**config.mk**
```make
export PLATFORM = sky130hd
export DESIGN_NAME = paf_port_access_filter
export DESIGN_NICKNAME = d
export VERILOG_FILES = /design/src/paf_pkg.sv /design/src/paf_auth_if.sv /design/src/paf_port_access_filter.sv /design/src/paf_auth_port.sv
export SDC_FILE = /design/constraint.sdc
export NUM_CORES = 2
export LEC_CHECK = 0
export BUFFER_PORTS_ARGS = -buffer_cell sky130_fd_sc_hd__buf_2
export CORE_ASPECT_RATIO = 1.5
export CORE_MARGIN = 8
export CORE_UTILIZATION = 39
export CTS_CLUSTER_DIAMETER = 100
export CTS_CLUSTER_SIZE = 12
export DETAILED_ROUTE_END_ITERATION = 8
export PLACE_DENSITY_LB_ADDON = 0.25
export SYNTH_ARGS = -nofsm -noshare
export SYNTH_HDL_FRONTEND = slang
export SYNTH_SLANG_ARGS = --single-unit
export TNS_END_PERCENT = 30
```
**constraint.sdc**
```tcl
create_clock -name clk_i -period 11.28 [get_ports clk_i]
set_input_delay 1.692 -clock clk_i [delete_from_list [all_inputs] [get_ports clk_i]]
set_output_delay 1.692 -clock clk_i [all_outputs]
set_load 0.03 [all_outputs]
```
**src/paf_pkg.sv**
```systemverilog
// Constants and types of the port access filter.
// Assumes a 40 MHz clock and Wishbone byte addressing.
package paf_pkg;
   localparam int unsigned NPORT      = 26;
   localparam int unsigned PW         = 5;
   localparam logic [6:0]  CAP_MAX    = 7'h40;
   localparam logic [6:0]  CAP_RST    = 7'h00;
   localparam logic [6:0]  CNT_SAT    = 7'h7F;
   localparam int unsigned CLK_HZ     = 40_000_000;
   localparam int unsigned TICK_S     = 1;
   localparam int unsigned SEC_CYCLES = CLK_HZ * TICK_S;
   localparam logic [7:0]  TXPER_RST  = 8'h1E;
   localparam logic [3:0]  MAXREQ_RST = 4'h2;
   localparam logic [7:0]  A_CTRL     = 8'h00;
   localparam logic [7:0]  A_TXPER    = 8'h04;
   localparam logic [7:0]  A_MAXREQ   = 8'h08;
   localparam logic [7:0]  A_PSEL     = 8'h0C;
   localparam logic [7:0]  A_PCFG     = 8'h10;
   localparam logic [7:0]  A_PSTAT    = 8'h14;
   localparam int unsigned CTRL_CAP   = 0;
   localparam int unsigned CTRL_AUTH  = 1;
   localparam int unsigned CFG_LRNDIS = 7;
   localparam int unsigned CFG_MODE   = 8;
   localparam int unsigned ST_FULL    = 7;
   localparam int unsigned ST_AUTH    = 8;
   localparam int unsigned ST_LINK    = 9;
   localparam int unsigned ST_FSM     = 10;
   localparam logic [4:0]  PSEL_RST   = 5'h01;

   typedef enum logic [1:0] {
      PAF_NO_AUTH                     = 2'b00,
      PAF_FORCED_UNAUTHORIZED_SETTING = 2'b01,
      PAF_FORCED_AUTHORIZED_SETTING   = 2'b10,
      PAF_PORT_AUTH_AUTOMATIC_SETTING = 2'b11
   } paf_mode_t;
   localparam paf_mode_t MODE_RST = PAF_PORT_AUTH_AUTOMATIC_SETTING;

   typedef enum logic [2:0] {
      FK_DATA   = 3'b000,
      FK_START  = 3'b001,
      FK_LOGOFF = 3'b010,
      FK_EAP    = 3'b011,
      FK_OTHER  = 3'b100
   } paf_fkind_t;

   typedef enum logic [1:0] {
      SK_EAP    = 2'b00,
      SK_ACCEPT = 2'b01,
      SK_REJECT = 2'b10
   } paf_skind_t;

   typedef enum logic [1:0] {
      AS_IDLE = 2'b00,
      AS_REQ  = 2'b01,
      AS_SRV  = 2'b10,
      AS_AUTH = 2'b11
   } paf_ast_t;
endpackage

```
**src/paf_auth_if.sv**
```systemverilog
// Signals between the filter core and one port's authenticator.
// Assumes all signals live on the core clock.
`timescale 1ns/1ps
interface paf_auth_if;
   logic                tick;
   logic                en;
   logic                link_up;
   paf_pkg::paf_mode_t  mode;
   logic [7:0]          tx_period;
   logic [3:0]          max_req;
   logic                ev_start;
   logic                ev_logoff;
   logic                ev_eap;
   logic                srv_accept;
   logic                srv_reject;
   logic                authorized;
   logic                id_req;
   logic                retx;
   paf_pkg::paf_ast_t   state;
   modport ctl (output tick, en, link_up, mode, tx_period, max_req, ev_start,
                ev_logoff, ev_eap, srv_accept, srv_reject,
                input authorized, id_req, retx, state);
   modport fsm (input tick, en, link_up, mode, tx_period, max_req, ev_start,
                ev_logoff, ev_eap, srv_accept, srv_reject,
                output authorized, id_req, retx, state);
endinterface

```
**src/paf_port_access_filter.sv**
```systemverilog
// Ingress source-learning cap and port authorization gate, 26 ports.
// Assumes a Wishbone classic master and frame decisions on clk_i.
`timescale 1ns/1ps
module paf_port_access_filter #(
   parameter int unsigned SEC_CYCLES = paf_pkg::SEC_CYCLES
) (
   input  wire logic                     clk_i,
   input  wire logic                     rst_i,
   input  wire logic                     wb_cyc_i,
   input  wire logic                     wb_stb_i,
   input  wire logic                     wb_we_i,
   input  wire logic [7:0]               wb_adr_i,
   input  wire logic [3:0]               wb_sel_i,
   input  wire logic [31:0]              wb_dat_i,
   output logic      [31:0]              wb_dat_o,
   output logic                          wb_ack_o,
   input  wire logic [paf_pkg::NPORT-1:0] link_up_i,
   input  wire logic                     frm_valid_i,
   input  wire logic [4:0]               frm_port_i,
   input  wire logic [2:0]               frm_kind_i,
   input  wire logic                     frm_sa_known_i,
   output logic                          dec_valid_o,
   output logic      [4:0]               dec_port_o,
   output logic                          dec_fwd_o,
   output logic                          dec_learn_o,
   output logic                          dec_to_srv_o,
   input  wire logic                     eg_valid_i,
   input  wire logic [4:0]               eg_port_i,
   input  wire logic                     eg_eapol_i,
   output logic                          eg_valid_o,
   output logic                          eg_pass_o,
   input  wire logic                     age_valid_i,
   input  wire logic [4:0]               age_port_i,
   input  wire logic                     srv_valid_i,
   input  wire logic [4:0]               srv_port_i,
   input  wire logic [1:0]               srv_kind_i,
   output logic                          cli_valid_o,
   output logic      [4:0]               cli_port_o,
   output logic      [paf_pkg::NPORT-1:0] id_req_o,
   output logic      [paf_pkg::NPORT-1:0] srv_retx_o
);
   localparam int unsigned NP = paf_pkg::NPORT;

   logic                cap_en_r;
   logic                auth_en_r;
   logic [7:0]          txper_r;
   logic [3:0]          maxreq_r;
   logic [4:0]          psel_r;
   logic [6:0]          cap_r    [NP];
   logic                lrndis_r [NP];
   paf_pkg::paf_mode_t  mode_r   [NP];
   logic [6:0]          cnt_r    [NP];
   logic [NP-1:0]       link_s1_r;
   logic [NP-1:0]       link_s2_r;
   logic [25:0]         pre_r;
   logic                tick_r;
   logic [NP-1:0]       auth_v;
   logic [NP-1:0]       idreq_v;
   logic [NP-1:0]       retx_v;
   paf_pkg::paf_ast_t   st_v     [NP];

   // Port number to array index; out-of-range ports fall back to 0
   function automatic logic [4:0] pidx(input logic [4:0] p);
      if (p >= 5'h01 && p <= 5'(NP))
         return p - 5'h01;
      return 5'h00;
   endfunction

   function automatic logic pok(input logic [4:0] p);
      return (p >= 5'h01 && p <= 5'(NP));
   endfunction

   // Link pins come from the PHY side
   always_ff @(posedge clk_i)
   begin
      if (rst_i)
      begin
         link_s1_r <= '0;
         link_s2_r <= '0;
      end
      else
      begin
         link_s1_r <= link_up_i;
         link_s2_r <= link_s1_r;
      end
   end

   // One-second tick for the resend timers
   always_ff @(posedge clk_i)
   begin
      if (rst_i)
      begin
         pre_r  <= 26'h0000000;
         tick_r <= 1'b0;
      end
      else if (pre_r == 26'(SEC_CYCLES - 1))
      begin
         pre_r  <= 26'h0000000;
         tick_r <= 1'b1;
      end
      else
      begin
         pre_r  <= pre_r + 26'h0000001;
         tick_r <= 1'b0;
      end
   end

   // Wishbone slave, ack one cycle after the strobe
   logic       wb_req;
   logic       wb_wr;
   logic [4:0] sidx;
   logic       sok;
   logic [6:0] scap;

   assign wb_req = wb_cyc_i && wb_stb_i && !wb_ack_o;
   assign wb_wr  = wb_req && wb_we_i;
   assign sidx   = pidx(psel_r);
   assign sok    = pok(psel_r);
   assign scap   = cap_r[sidx];

   always_ff @(posedge clk_i)
   begin
      if (rst_i)
         wb_ack_o <= 1'b0;
      else
         wb_ack_o <= wb_req;
   end

   always_ff @(posedge clk_i)
   begin
      if (rst_i)
      begin
         cap_en_r  <= 1'b0;
         auth_en_r <= 1'b0;
         txper_r   <= paf_pkg::TXPER_RST;
         maxreq_r  <= paf_pkg::MAXREQ_RST;
         psel_r    <= paf_pkg::PSEL_RST;
      end
      else if (wb_wr && wb_sel_i[0])
      begin
         unique case (wb_adr_i)
            paf_pkg::A_CTRL:
            begin
               cap_en_r  <= wb_dat_i[paf_pkg::CTRL_CAP];
               auth_en_r <= wb_dat_i[paf_pkg::CTRL_AUTH];
            end
            paf_pkg::A_TXPER:  txper_r  <= wb_dat_i[7:0];
            paf_pkg::A_MAXREQ: maxreq_r <= wb_dat_i[3:0];
            paf_pkg::A_PSEL:   psel_r   <= wb_dat_i[4:0];
            default: ;
         endcase
      end
   end

   // Per-port configuration through the port window
   always_ff @(posedge clk_i)
   begin
      if (rst_i)
      begin
         for (int p = 0; p < NP; p++)
         begin
            cap_r[p]    <= paf_pkg::CAP_RST;
            lrndis_r[p] <= 1'b0;
            mode_r[p]   <= paf_pkg::MODE_RST;
         end
      end
      else if (wb_wr && sok && wb_adr_i == paf_pkg::A_PCFG)
      begin
         if (wb_sel_i[0] && wb_dat_i[6:0] <= paf_pkg::CAP_MAX)
         begin
            cap_r[sidx]    <= wb_dat_i[6:0];
            lrndis_r[sidx] <= wb_dat_i[paf_pkg::CFG_LRNDIS];
         end
         if (wb_sel_i[1])
            mode_r[sidx] <= paf_pkg::paf_mode_t'(wb_dat_i[paf_pkg::CFG_MODE +: 2]);
      end
   end

   logic [31:0] rd;
   always_comb
   begin
      rd = 32'h00000000;
      unique case (wb_adr_i)
         paf_pkg::A_CTRL:
         begin
            rd[paf_pkg::CTRL_CAP]  = cap_en_r;
            rd[paf_pkg::CTRL_AUTH] = auth_en_r;
         end
         paf_pkg::A_TXPER:  rd[7:0] = txper_r;
         paf_pkg::A_MAXREQ: rd[3:0] = maxreq_r;
         paf_pkg::A_PSEL:   rd[4:0] = psel_r;
         paf_pkg::A_PCFG:
            if (sok)
            begin
               rd[6:0]                    = scap;
               rd[paf_pkg::CFG_LRNDIS]    = lrndis_r[sidx];
               rd[paf_pkg::CFG_MODE +: 2] = mode_r[sidx];
            end
         paf_pkg::A_PSTAT:
            if (sok)
            begin
               rd[6:0]                  = cnt_r[sidx];
               rd[paf_pkg::ST_FULL]     = cap_en_r && scap != 7'h00
                                          && cnt_r[sidx] >= scap;
               rd[paf_pkg::ST_AUTH]     = auth_v[sidx];
               rd[paf_pkg::ST_LINK]     = link_s2_r[sidx];
               rd[paf_pkg::ST_FSM +: 2] = st_v[sidx];
            end
         default: rd = 32'h00000000;
      endcase
   end

   always_ff @(posedge clk_i)
   begin
      if (rst_i)
         wb_dat_o <= 32'h00000000;
      else if (wb_req && !wb_we_i)
         wb_dat_o <= rd;
   end

   // Ingress decision
   logic               fok;
   logic [4:0]         fi;
   paf_pkg::paf_mode_t fmode;
   logic               fctl;
   logic               fauto;
   logic               fpass;
   logic               fcapped;
   logic               ffull;
   logic               fwd;
   logic               learn;
   logic               to_srv;

   assign fok     = frm_valid_i && pok(frm_port_i);
   assign fi      = pidx(frm_port_i);
   assign fmode   = mode_r[fi];
   assign fctl    = auth_en_r && fmode != paf_pkg::PAF_NO_AUTH;
   assign fauto   = fctl && fmode == paf_pkg::PAF_PORT_AUTH_AUTOMATIC_SETTING;
   assign fpass   = !fctl || auth_v[fi];
   assign fcapped = cap_en_r && cap_r[fi] != 7'h00;
   assign ffull   = cnt_r[fi] >= cap_r[fi];

   always_comb
   begin
      fwd    = 1'b0;
      learn  = 1'b0;
      to_srv = 1'b0;
      if (frm_kind_i != paf_pkg::FK_DATA)
         to_srv = fauto && frm_kind_i == paf_pkg::FK_EAP;
      else if (!fpass)
         fwd = 1'b0;
      else if (frm_sa_known_i)
         fwd = 1'b1;
      else if (lrndis_r[fi])
         fwd = !fcapped;
      else if (fcapped && ffull)
         fwd = 1'b0;
      else
      begin
         learn = cnt_r[fi] != paf_pkg::CNT_SAT;
         fwd   = 1'b1;
      end
   end

   always_ff @(posedge clk_i)
   begin
      if (rst_i)
      begin
         dec_valid_o  <= 1'b0;
         dec_port_o   <= 5'h00;
         dec_fwd_o    <= 1'b0;
         dec_learn_o  <= 1'b0;
         dec_to_srv_o <= 1'b0;
      end
      else
      begin
         dec_valid_o  <= fok;
         dec_port_o   <= frm_port_i;
         dec_fwd_o    <= fok && fwd;
         dec_learn_o  <= fok && learn;
         dec_to_srv_o <= fok && to_srv;
      end
   end

   // Learned-entry count per port
   always_ff @(posedge clk_i)
   begin
      if (rst_i)
      begin
         for (int p = 0; p < NP; p++)
            cnt_r[p] <= 7'h00;
      end
      else
      begin
         for (int p = 0; p < NP; p++)
         begin
            logic inc;
            logic dec;
            inc = fok && learn && fi == 5'(p);
            dec = age_valid_i && pok(age_port_i) && pidx(age_port_i) == 5'(p)
                  && cnt_r[p] != 7'h00;
            if (inc && !dec)
               cnt_r[p] <= cnt_r[p] + 7'h01;
            else if (dec && !inc)
               cnt_r[p] <= cnt_r[p] - 7'h01;
         end
      end
   end

   // Egress gate
   logic [4:0] ei;
   logic       ectl;
   assign ei   = pidx(eg_port_i);
   assign ectl = auth_en_r && mode_r[ei] != paf_pkg::PAF_NO_AUTH;

   always_ff @(posedge clk_i)
   begin
      if (rst_i)
      begin
         eg_valid_o <= 1'b0;
         eg_pass_o  <= 1'b0;
      end
      else
      begin
         eg_valid_o <= eg_valid_i && pok(eg_port_i);
         eg_pass_o  <= eg_valid_i && pok(eg_port_i)
                       && (eg_eapol_i || !ectl || auth_v[ei]);
      end
   end

   // Server answers rewrapped toward the client
   logic [4:0] si;
   logic       sv;
   assign si = pidx(srv_port_i);
   assign sv = srv_valid_i && pok(srv_port_i) && auth_en_r
               && mode_r[si] == paf_pkg::PAF_PORT_AUTH_AUTOMATIC_SETTING;

   always_ff @(posedge clk_i)
   begin
      if (rst_i)
      begin
         cli_valid_o <= 1'b0;
         cli_port_o  <= 5'h00;
      end
      else
      begin
         cli_valid_o <= sv;
         cli_port_o  <= srv_port_i;
      end
   end

   // One authenticator per port
   for (genvar g = 0; g < NP; g++)
   begin : g_port
      paf_auth_if pif();
      logic here;
      logic shere;
      assign here           = fok && fi == 5'(g);
      assign shere          = sv && si == 5'(g);
      assign pif.tick       = tick_r;
      assign pif.en         = auth_en_r;
      assign pif.link_up    = link_s2_r[g];
      assign pif.mode       = mode_r[g];
      assign pif.tx_period  = txper_r;
      assign pif.max_req    = maxreq_r;
      assign pif.ev_start   = here && frm_kind_i == paf_pkg::FK_START;
      assign pif.ev_logoff  = here && frm_kind_i == paf_pkg::FK_LOGOFF;
      assign pif.ev_eap     = here && frm_kind_i == paf_pkg::FK_EAP;
      assign pif.srv_accept = shere && srv_kind_i == paf_pkg::SK_ACCEPT;
      assign pif.srv_reject = shere && srv_kind_i == paf_pkg::SK_REJECT;
      assign auth_v[g]      = pif.authorized;
      assign idreq_v[g]     = pif.id_req;
      assign retx_v[g]      = pif.retx;
      assign st_v[g]        = pif.state;
      paf_auth_port u_fsm (
         .clk_i (clk_i),
         .rst_i (rst_i),
         .pif   (pif)
      );
   end

   always_ff @(posedge clk_i)
   begin
      if (rst_i)
      begin
         id_req_o   <= '0;
         srv_retx_o <= '0;
      end
      else
      begin
         id_req_o   <= idreq_v;
         srv_retx_o <= retx_v;
      end
   end
endmodule

```
**src/paf_auth_port.sv**
```systemverilog
// Authenticator state machine of one switch port.
// Assumes a synchronised link level and a one-second tick.
`timescale 1ns/1ps
module paf_auth_port (
   input  wire logic  clk_i,
   input  wire logic  rst_i,
   paf_auth_if.fsm    pif
);
   paf_pkg::paf_ast_t state_r;
   logic              link_d_r;
   logic              id_req_r;
   logic              retx_r;
   logic [7:0]        sec_r;
   logic [3:0]        tries_r;
   logic              expired;
   logic              last_try;

   assign expired  = pif.tick && (sec_r + 8'h01 >= pif.tx_period);
   assign last_try = (tries_r + 4'h1 >= pif.max_req);

   always_ff @(posedge clk_i)
   begin
      if (rst_i)
         link_d_r <= 1'b0;
      else
         link_d_r <= pif.link_up;
   end

   always_ff @(posedge clk_i)
   begin
      if (rst_i)
      begin
         state_r  <= paf_pkg::AS_IDLE;
         id_req_r <= 1'b0;
         retx_r   <= 1'b0;
         sec_r    <= 8'h00;
         tries_r  <= 4'h0;
      end
      else
      begin
         id_req_r <= 1'b0;
         retx_r   <= 1'b0;
         if (pif.tick && sec_r != 8'hFF)
            sec_r <= sec_r + 8'h01;
         if (!pif.en || pif.mode == paf_pkg::PAF_NO_AUTH
             || pif.mode == paf_pkg::PAF_FORCED_UNAUTHORIZED_SETTING)
            state_r <= paf_pkg::AS_IDLE;
         else if (pif.mode == paf_pkg::PAF_FORCED_AUTHORIZED_SETTING)
            state_r <= paf_pkg::AS_AUTH;
         else if (!pif.link_up || pif.ev_logoff)
            state_r <= paf_pkg::AS_IDLE;
         else
         begin
            unique case (state_r)
               paf_pkg::AS_IDLE:
                  if ((pif.link_up && !link_d_r) || pif.ev_start)
                  begin
                     id_req_r <= 1'b1;
                     state_r  <= paf_pkg::AS_REQ;
                     sec_r    <= 8'h00;
                     tries_r  <= 4'h0;
                  end
               paf_pkg::AS_REQ:
                  if (pif.ev_eap)
                  begin
                     state_r <= paf_pkg::AS_SRV;
                     sec_r   <= 8'h00;
                     tries_r <= 4'h0;
                  end
                  else if (pif.ev_start)
                  begin
                     id_req_r <= 1'b1;
                     sec_r    <= 8'h00;
                  end
                  else if (expired)
                  begin
                     if (last_try)
                        state_r <= paf_pkg::AS_IDLE;
                     else
                     begin
                        id_req_r <= 1'b1;
                        tries_r  <= tries_r + 4'h1;
                        sec_r    <= 8'h00;
                     end
                  end
               paf_pkg::AS_SRV:
                  if (pif.srv_accept)
                     state_r <= paf_pkg::AS_AUTH;
                  else if (pif.srv_reject)
                     state_r <= paf_pkg::AS_IDLE;
                  else if (pif.ev_start)
                  begin
                     id_req_r <= 1'b1;
                     state_r  <= paf_pkg::AS_REQ;
                     sec_r    <= 8'h00;
                     tries_r  <= 4'h0;
                  end
                  else if (pif.ev_eap)
                     sec_r <= 8'h00;
                  else if (expired)
                  begin
                     if (last_try)
                        state_r <= paf_pkg::AS_IDLE;
                     else
                     begin
                        retx_r  <= 1'b1;
                        tries_r <= tries_r + 4'h1;
                        sec_r   <= 8'h00;
                     end
                  end
               paf_pkg::AS_AUTH:
                  if (pif.ev_start)
                  begin
                     id_req_r <= 1'b1;
                     state_r  <= paf_pkg::AS_REQ;
                     sec_r    <= 8'h00;
                     tries_r  <= 4'h0;
                  end
            endcase
         end
      end
   end

   assign pif.authorized = (state_r == paf_pkg::AS_AUTH);
   assign pif.id_req     = id_req_r;
   assign pif.retx       = retx_r;
   assign pif.state      = state_r;
endmodule

```
# After elaboration in Yosys (flattened, before gate mapping)
# Memory sizes are Yosys's and may differ from the RTL's.
# Index checks and enable logic that the tools add are counted.
[totals] romBits=0 regBits=622 latch_bits=0 ram_bits=442 memories=4 elab_cells=3435 output_inout_bits=102
[memory_table] memory="cap_r" words=26 word_bits=7 read_ports=2 rd_ports_with_merged_regs=0 write_ports=26 line_no="paf_port_access_filter.sv:49" source="logic [6:0] cap_r [NP];"
[memory_table] memory="cnt_r" words=26 word_bits=7 read_ports=28 rd_ports_with_merged_regs=0 write_ports=26 line_no="paf_port_access_filter.sv:52" source="logic [6:0] cnt_r [NP];"
[memory_table] memory="mode_r" words=26 word_bits=2 read_ports=30 rd_ports_with_merged_regs=0 write_ports=26 line_no="paf_port_access_filter.sv:51" source="paf_pkg::paf_mode_t mode_r [NP];"
[memory_table] memory="lrndis_r" words=26 word_bits=1 read_ports=2 rd_ports_with_merged_regs=0 write_ports=26 line_no="paf_port_access_filter.sv:50" source="logic lrndis_r [NP];"
[op_classes] n_eq_ne=505 shifts=0 n_lt_le_gt_ge=69 bitwise=157 div_mod_pow=0 addsub=110 mul=0 reduce_logical=863 muxes=1549
[ops] operator="two-way mux 8 bit" n=364
[ops] operator="two-way mux 4 bit" n=260
[ops] operator="case mux 8 bit (4 select lines)" n=26
[ops] operator="two-way mux 2 bit" n=316
[ops] operator="two-way mux 1 bit" n=426
[ops] operator="logical AND 1 bit" n=421
[ops] operator="case mux 4 bit (4 select lines)" n=26
[ops] operator="two-way mux 7 bit" n=53
[ops] operator="AND reduction 9 bit" n=26
[ops] operator="OR reduction 9 bit" n=26
[ops] operator="adder 8 x 1 -> 8 bit, second input constant" n=26
[ops] operator="greater-or-equal comparator 8 bit" n=26
[ops] operator="inequality test 4 x 1 -> 1 bit, second input constant" n=52
[ops] operator="inequality test 8 bit, second input constant" n=26
[ops] operator="case mux 2 bit (4 select lines)" n=26
[ops] operator="nonzero test 7 bit" n=28
[ops] operator="adder 7 x 1 -> 7 bit, second input constant" n=26
[ops] operator="inequality test 7 x 4 -> 1 bit, second input constant" n=26
[ops] operator="subtractor 7 x 1 -> 7 bit, second input constant" n=26
[ops] operator="== test 2 bit, second input constant" n=81
[ops] operator="== test 5 bit, second input constant" n=30
[ops] operator="inequality test 5 bit, second input constant" n=26
[ops] operator="== test 5 x 4 -> 1 bit, second input constant" n=24
[ops] operator="zero test 1 bit" n=110
[ops] operator="other kinds (50)" n=776

# Longest topological paths before layout
# An unclocked memory read counts as a cell.
[depth] ltp_word=22 ltp_mapped=42

# Modules after synthesis
# A second synthesis with hierarchy kept.
[unflattened] hier_cells=9334 hier_area_um2=82312.7
[by_module_without_submodules] module="paf_port_access_filter" n_inst=1 seq_area_each_um2=18677.9 area_per_inst_um2=44506.4 cells_each=4630
[by_module_without_submodules] module="paf_auth_port at g_port[0].u_fsm ..." n_inst=25 seq_area_each_um2=340.3 area_per_inst_um2=1452.6 cells_each=181
[by_module_without_submodules] module="paf_auth_port at g_port[19].u_fsm" n_inst=1 seq_area_each_um2=340.3 area_per_inst_um2=1490.2 cells_each=179

# Worst setup path after synthesis
# Ideal clock, no wire load.
[synth_path] path_type="input -> register" from="input frm_port_i[0]" to="memory cnt_r[6][6], data pin" cell_stages=38 setup_ns=0.147 arrival_ns=8.919 required_time_ns=11.133 n_path_buf=10 path_slack_ns=2.214 path_cell_list="buf_4 buf_6 inv_1 clkbuf_1 buf_2 buf_2 ha_1 buf_2 inv_1 buf_2 buf_1 buf_1 o22ai_1 a21oi_1 o221ai_1 o21ai_0 inv_1 ha_1 [2 not listed] a21o_1 a21o_1 a21o_1 a21o_1 a21oi_1 a211oi_1 nor3_2 clkbuf_1 nand3_1 and3_1 fa_1 a21o_1 a21oi_1 o21bai_1 a21oi_1 xor2_1 or3_1 a21oi_1"
[synth_lines] element="start, declared" line_no="paf_port_access_filter.sv:19" source="input wire logic [4:0] frm_port_i,"
[synth_lines] element="end, declared" line_no="paf_port_access_filter.sv:52"

==> results_tabular.tex <==
\begin{tabular}{lr}
\hline
Metric & Value \\
\hline
\multicolumn{2}{l}{\textbf{Status}} \\
Status & finished, final reports clean \\
\multicolumn{2}{l}{\textbf{Worst hold path}} \\
HP Class & flop to flop \\
Min-Delay Endpoint & srv\_retx\_o[11] \\
Worst Min Path Start & g\_port[11].u\_fsm.pif.retx \\
Instance count along the most critical hold path & 1 \\
\multicolumn{2}{l}{\textbf{Route}} \\
Avg WL per Cell & between 20 and 30 um \\
DRC violation count after routing & 0 \\
Overall via count from detail\_route & 73107 \\
Final antenna-violating net count & 0 \\
Total Wirelength & between 300000 and 400000 um \\
Detailed router's first-iteration violation count & slightly above 8000 \\
First-pass detailed-route iteration total & 7 \\
Average via count per standard cell & 6.332 \\
\multicolumn{2}{l}{\textbf{Worst setup path}} \\
FF-to-FF path depth & 22 \\
Crit path launch type & input port \\
Flop2flop setup slack & 3.70 ns \\
Worst EP required & 11.78 ns \\
Start of the worst register-to-register path & psel\_r[0] \\
Worst endpoint data arrival time & 9.92 ns \\
Crit end category & flop \\
Critical Path Fanout Max & $\sim$40 \\
Worst Path Class, Setup & input port to flop \\
Capture instance of the worst register-to-register path & wb\_dat\_o[7] \\
\multicolumn{2}{l}{\textbf{Cells and area}} \\
Number of fill cells & 19533 \\
Share of post-route cells with drive strength above 1 & 0.07449 \\
Leading cell types in the layout, fill and taps excluded & nor2\_1, nand2\_1, ha\_1 \\
Leading cell type in the layout, fill and taps excluded & nor2\_1 \\
Nets@finish & 9628 \\
P\&R area growth vs syn & 9.272\% \\
\multicolumn{2}{l}{\textbf{Synth}} \\
Proportion of netlist area held by the largest area contributor & 0.1939 \\
Proportion of synthesized chip area in sequential cells & 0.3541 \\
Area contributors post-synth & edfxtp\_1, dfxtp\_1, ha\_1 \\
Number of enable flip-flop cells after synthesis & 502 \\
Netlist Area Pre-Place & 77740 um2 \\
Yosys top cell by area & edfxtp\_1 \\
Most used flip-flop cell after synthesis & dfxtp\_1 \\
FFs w/ async S/R, synth & 0 \\
Adder-Cell Fraction of Synth Area & 0.1114 \\
Simple-gate area share of the yosys netlist & 0.2169 \\
Mapped Avg Cell Area & a little under 9 um2 \\
Count of state elements after synthesis & approximately 1100 \\
Number of warning messages in the yosys log & 0 \\
Dominant combinational cell family by area after synthesis & simple AND/OR/NAND/NOR gates \\
Share of the synthesized area in compound gates (AO/OA/AOI/OAI) & 0.1908 \\
Xor-xnor portion of the synthesized cell area & 0.06241 \\
Share of cell area taken by muxes after synthesis & 0.02865 \\
Netlist cell types & approximately 110 \\
Post-Synthesis Cells & 8769 \\
\multicolumn{2}{l}{\textbf{Placement}} \\
Total half-perimeter wirelength after legalization and detailed placement & approximately 250000 um \\
GPL Wtd Cong & 1.061 \\
Setup WS pre-CTS & 1.538 ns \\
Port Buf Inserts & 163 \\
\multicolumn{2}{l}{\textbf{Timing}} \\
Unrepaired setup endpoints after global routing & no \\
Final setup violation count & 0 \\
Fmax achieved & 106.2 MHz \\
Sum of negative setup slack & 0 ns \\
Hold slack final & between 0.4 and 0.5 ns \\
Post-route setup slack & 1.861 ns \\
Final worst-path cycle share & 0.8350 \\
Number of slew-limit violations in the final report & 0 \\
Max-slew headroom at the worst pin & 0.1018 \\
Setup clock skew after layout & 0.06314 ns \\
Count of endpoints failing hold in the final timing report & 0 \\
Post-layout minimum cycle time & about 9.4 ns \\
Worst slew pin tran & 1.339 ns \\
\multicolumn{2}{l}{\textbf{GRT}} \\
Vias in the first global route & approximately 71000 \\
GRT overflow & 0 \\
Global-route wire length before repair & about 490000 um \\
Number of antenna violations at the first check in global routing & 31 \\
Maximum number of pins on one net before global-route repair & 82 \\
Total GRT Usage & 0.3061 \\
\multicolumn{2}{l}{\textbf{Power}} \\
Sequential cell fraction of total power & 0.495 \\
Leakage power of the design & around 0.035 uW \\
Proportion of power drawn by combinational gates & 0.121 \\
Switching part of the total power & 0.2904 \\
Internal portion of total power & 6359 uW \\
Ratio of total power to cell area & 105.5 nW/um2 \\
Power after layout & between 8000 and 9000 uW \\
Relative contribution of the clock network to total power & 0.384 \\
Switching component of the power & 2602 uW \\
VDD IR-drop max & roughly 0.11 mV \\
\multicolumn{2}{l}{\textbf{Floorplan}} \\
Chip Height & 562.8 um \\
Top Ports & 208 \\
Initial core utilization & 0.3928 \\
Rows & 200 \\
Core Area & between 150000 and 200000 um2 \\
Width of the chip & 380.6 um \\
Full die area & 214200 um2 \\
\multicolumn{2}{l}{\textbf{CTS}} \\
Clock transition at the registers of the reported paths & 0.07 ns \\
Clock Tree Buf Depth & 3 \\
Number of sinks driven by the clock tree & between 1000 and 1500 \\
Setup Fix Bufs, Post-CTS & 0 \\
Skew-Pair Late Insertion Delay & between 0.7 and 0.8 ns \\
TritonCTS buffer count & roughly 100 \\
Number of hold-repair buffers added at the cts stage & 0 \\
Number of instances resized during post-cts repair & 0 \\
Root buffer cell & clkbuf\_16 \\
H-tree lvl count & 3 \\
CTS tree & done \\
\multicolumn{2}{l}{\textbf{Run}} \\
Max-cap violation count & 0 \\
\hline
\end{tabular}
[power groups by stage]
| stage | logic (uW) | clock network (uW) | registers (uW) |
|---|---|---|---|
| after floorplan | 597 | 0 | 4470 |
| after global placement | 1020 | 0 | 4520 |
| after detailed placement | 1020 | 0 | 4520 |
| after CTS | 1030 | 3510 | 4430 |
| after global routing | 1110 | 3640 | 4440 |
| final | 1080 | 3440 | 4440 |
[worst max path at each step]
stage                        from            to  slack (ns)  cells after the start
global route        frm_port_i[0]   cnt_r[9][6]        1.75                     26
CTS                 frm_port_i[0]  cnt_r[10][6]        2.33                     33
detailed placement  frm_port_i[0]  cnt_r[10][6]        1.54                     33
floorplan           frm_port_i[0]   cnt_r[6][6]        2.21                     38
finish              frm_port_i[0]   cnt_r[9][6]        1.86                     26
global placement    frm_port_i[0]  cnt_r[22][6]        1.52                     33
[cells in the mapped netlist (all sizes together) (118+ instances only)]
| master | number |
|---|---|
| nor3 | 380 |
| nor2b | 207 |
| xor2 | 332 |
| ha | 652 |
| dfxtp | 622 |
| o21ai | 359 |
| buf | 126 |
| edfxtp | 502 |
| and3 | 170 |
| a21oi | 495 |
| xnor2 | 222 |
| clkbuf | 306 |
| nand2b | 165 |
| nor2 | 828 |
| nand2 | 741 |
| nand3 | 277 |
| and2 | 233 |
| a21o | 264 |
| mux2i | 137 |
| o22ai | 118 |
| inv | 239 |
[per-layer routing]
metal / routed length [um] / global-route usage / vias up
li1: - / - / 32462
met1: 122400 / 0.3382 / 35083
met2: 156500 / 0.5034 / 4113
met3: 30980 / 0.07129 / 1441
met4: 34420 / 0.2468 / 8
met5: 58 / 0 / -
[cells by family after synthesis]
logic type / after synthesis
xor+xnor: 554
other cells: 1
mux: 182
compound gates: 2168
simple gates: 3390
fa+ha+maj: 677
flops: 1124
buf+inv: 673
[flip-flops by register name, summed over array words and instances, names as in the netlist, 32 cells and up]
signal	flops
cap_r	224
cnt_r	182
g_port.u_fsm.pif.state	52
g_port.u_fsm.sec_r	208
g_port.u_fsm.tries_r	104
lrndis_r	32
mode_r	64
[final cells by class]
class	instances	area, um2	share of cell area
multi-input combinational	6991	47700	0.5615
sequential	1124	27530	0.3241
tap	2626	3286	0.03868
clock buffer	154	2811	0.03309
timing repair buffer	383	2525	0.02972
inverter	241	908.4	0.01069
clock inverter	8	142.6	0.001679
antenna	18	45.04	0.0005302
[worst max-delay path, stage by stage]
cell	delay, ns
buf_6	0.39
inv_2	0.14
ha_1	0.21
nand2b_2	0.24
a21oi_4	0.69
nor3_2	0.13
buf_4	0.26
a222oi_1	1.07
a222oi_1	0.26
a22oi_1	0.80
ha_1	0.26
a21oi_1	0.07
a211oi_1	0.78
nor3_4	0.08
buf_4	0.28
nand3_1	0.22
nor3b_1	0.75
ha_1	0.40
a21o_1	0.17
a21oi_1	0.25
o21bai_1	0.11
a21oi_1	0.19
xnor2_1	0.17
nor2_1	0.07
nand2_1	0.07
a21oi_1	0.06
[per-stage QoR]
step / util / cells / area (um2)
after floorplan: - / 8788 / 77820
after global placement: 0.4139 / 11364 / 81930
after detailed placement: 0.4139 / 11364 / 81930
after CTS: 0.4288 / 11526 / 84890
after global routing: 0.4290 / 11529 / 84910
final: 0.4292 / 11545 / 84950
No activity file was read; power rests on OpenSTA's default activity.
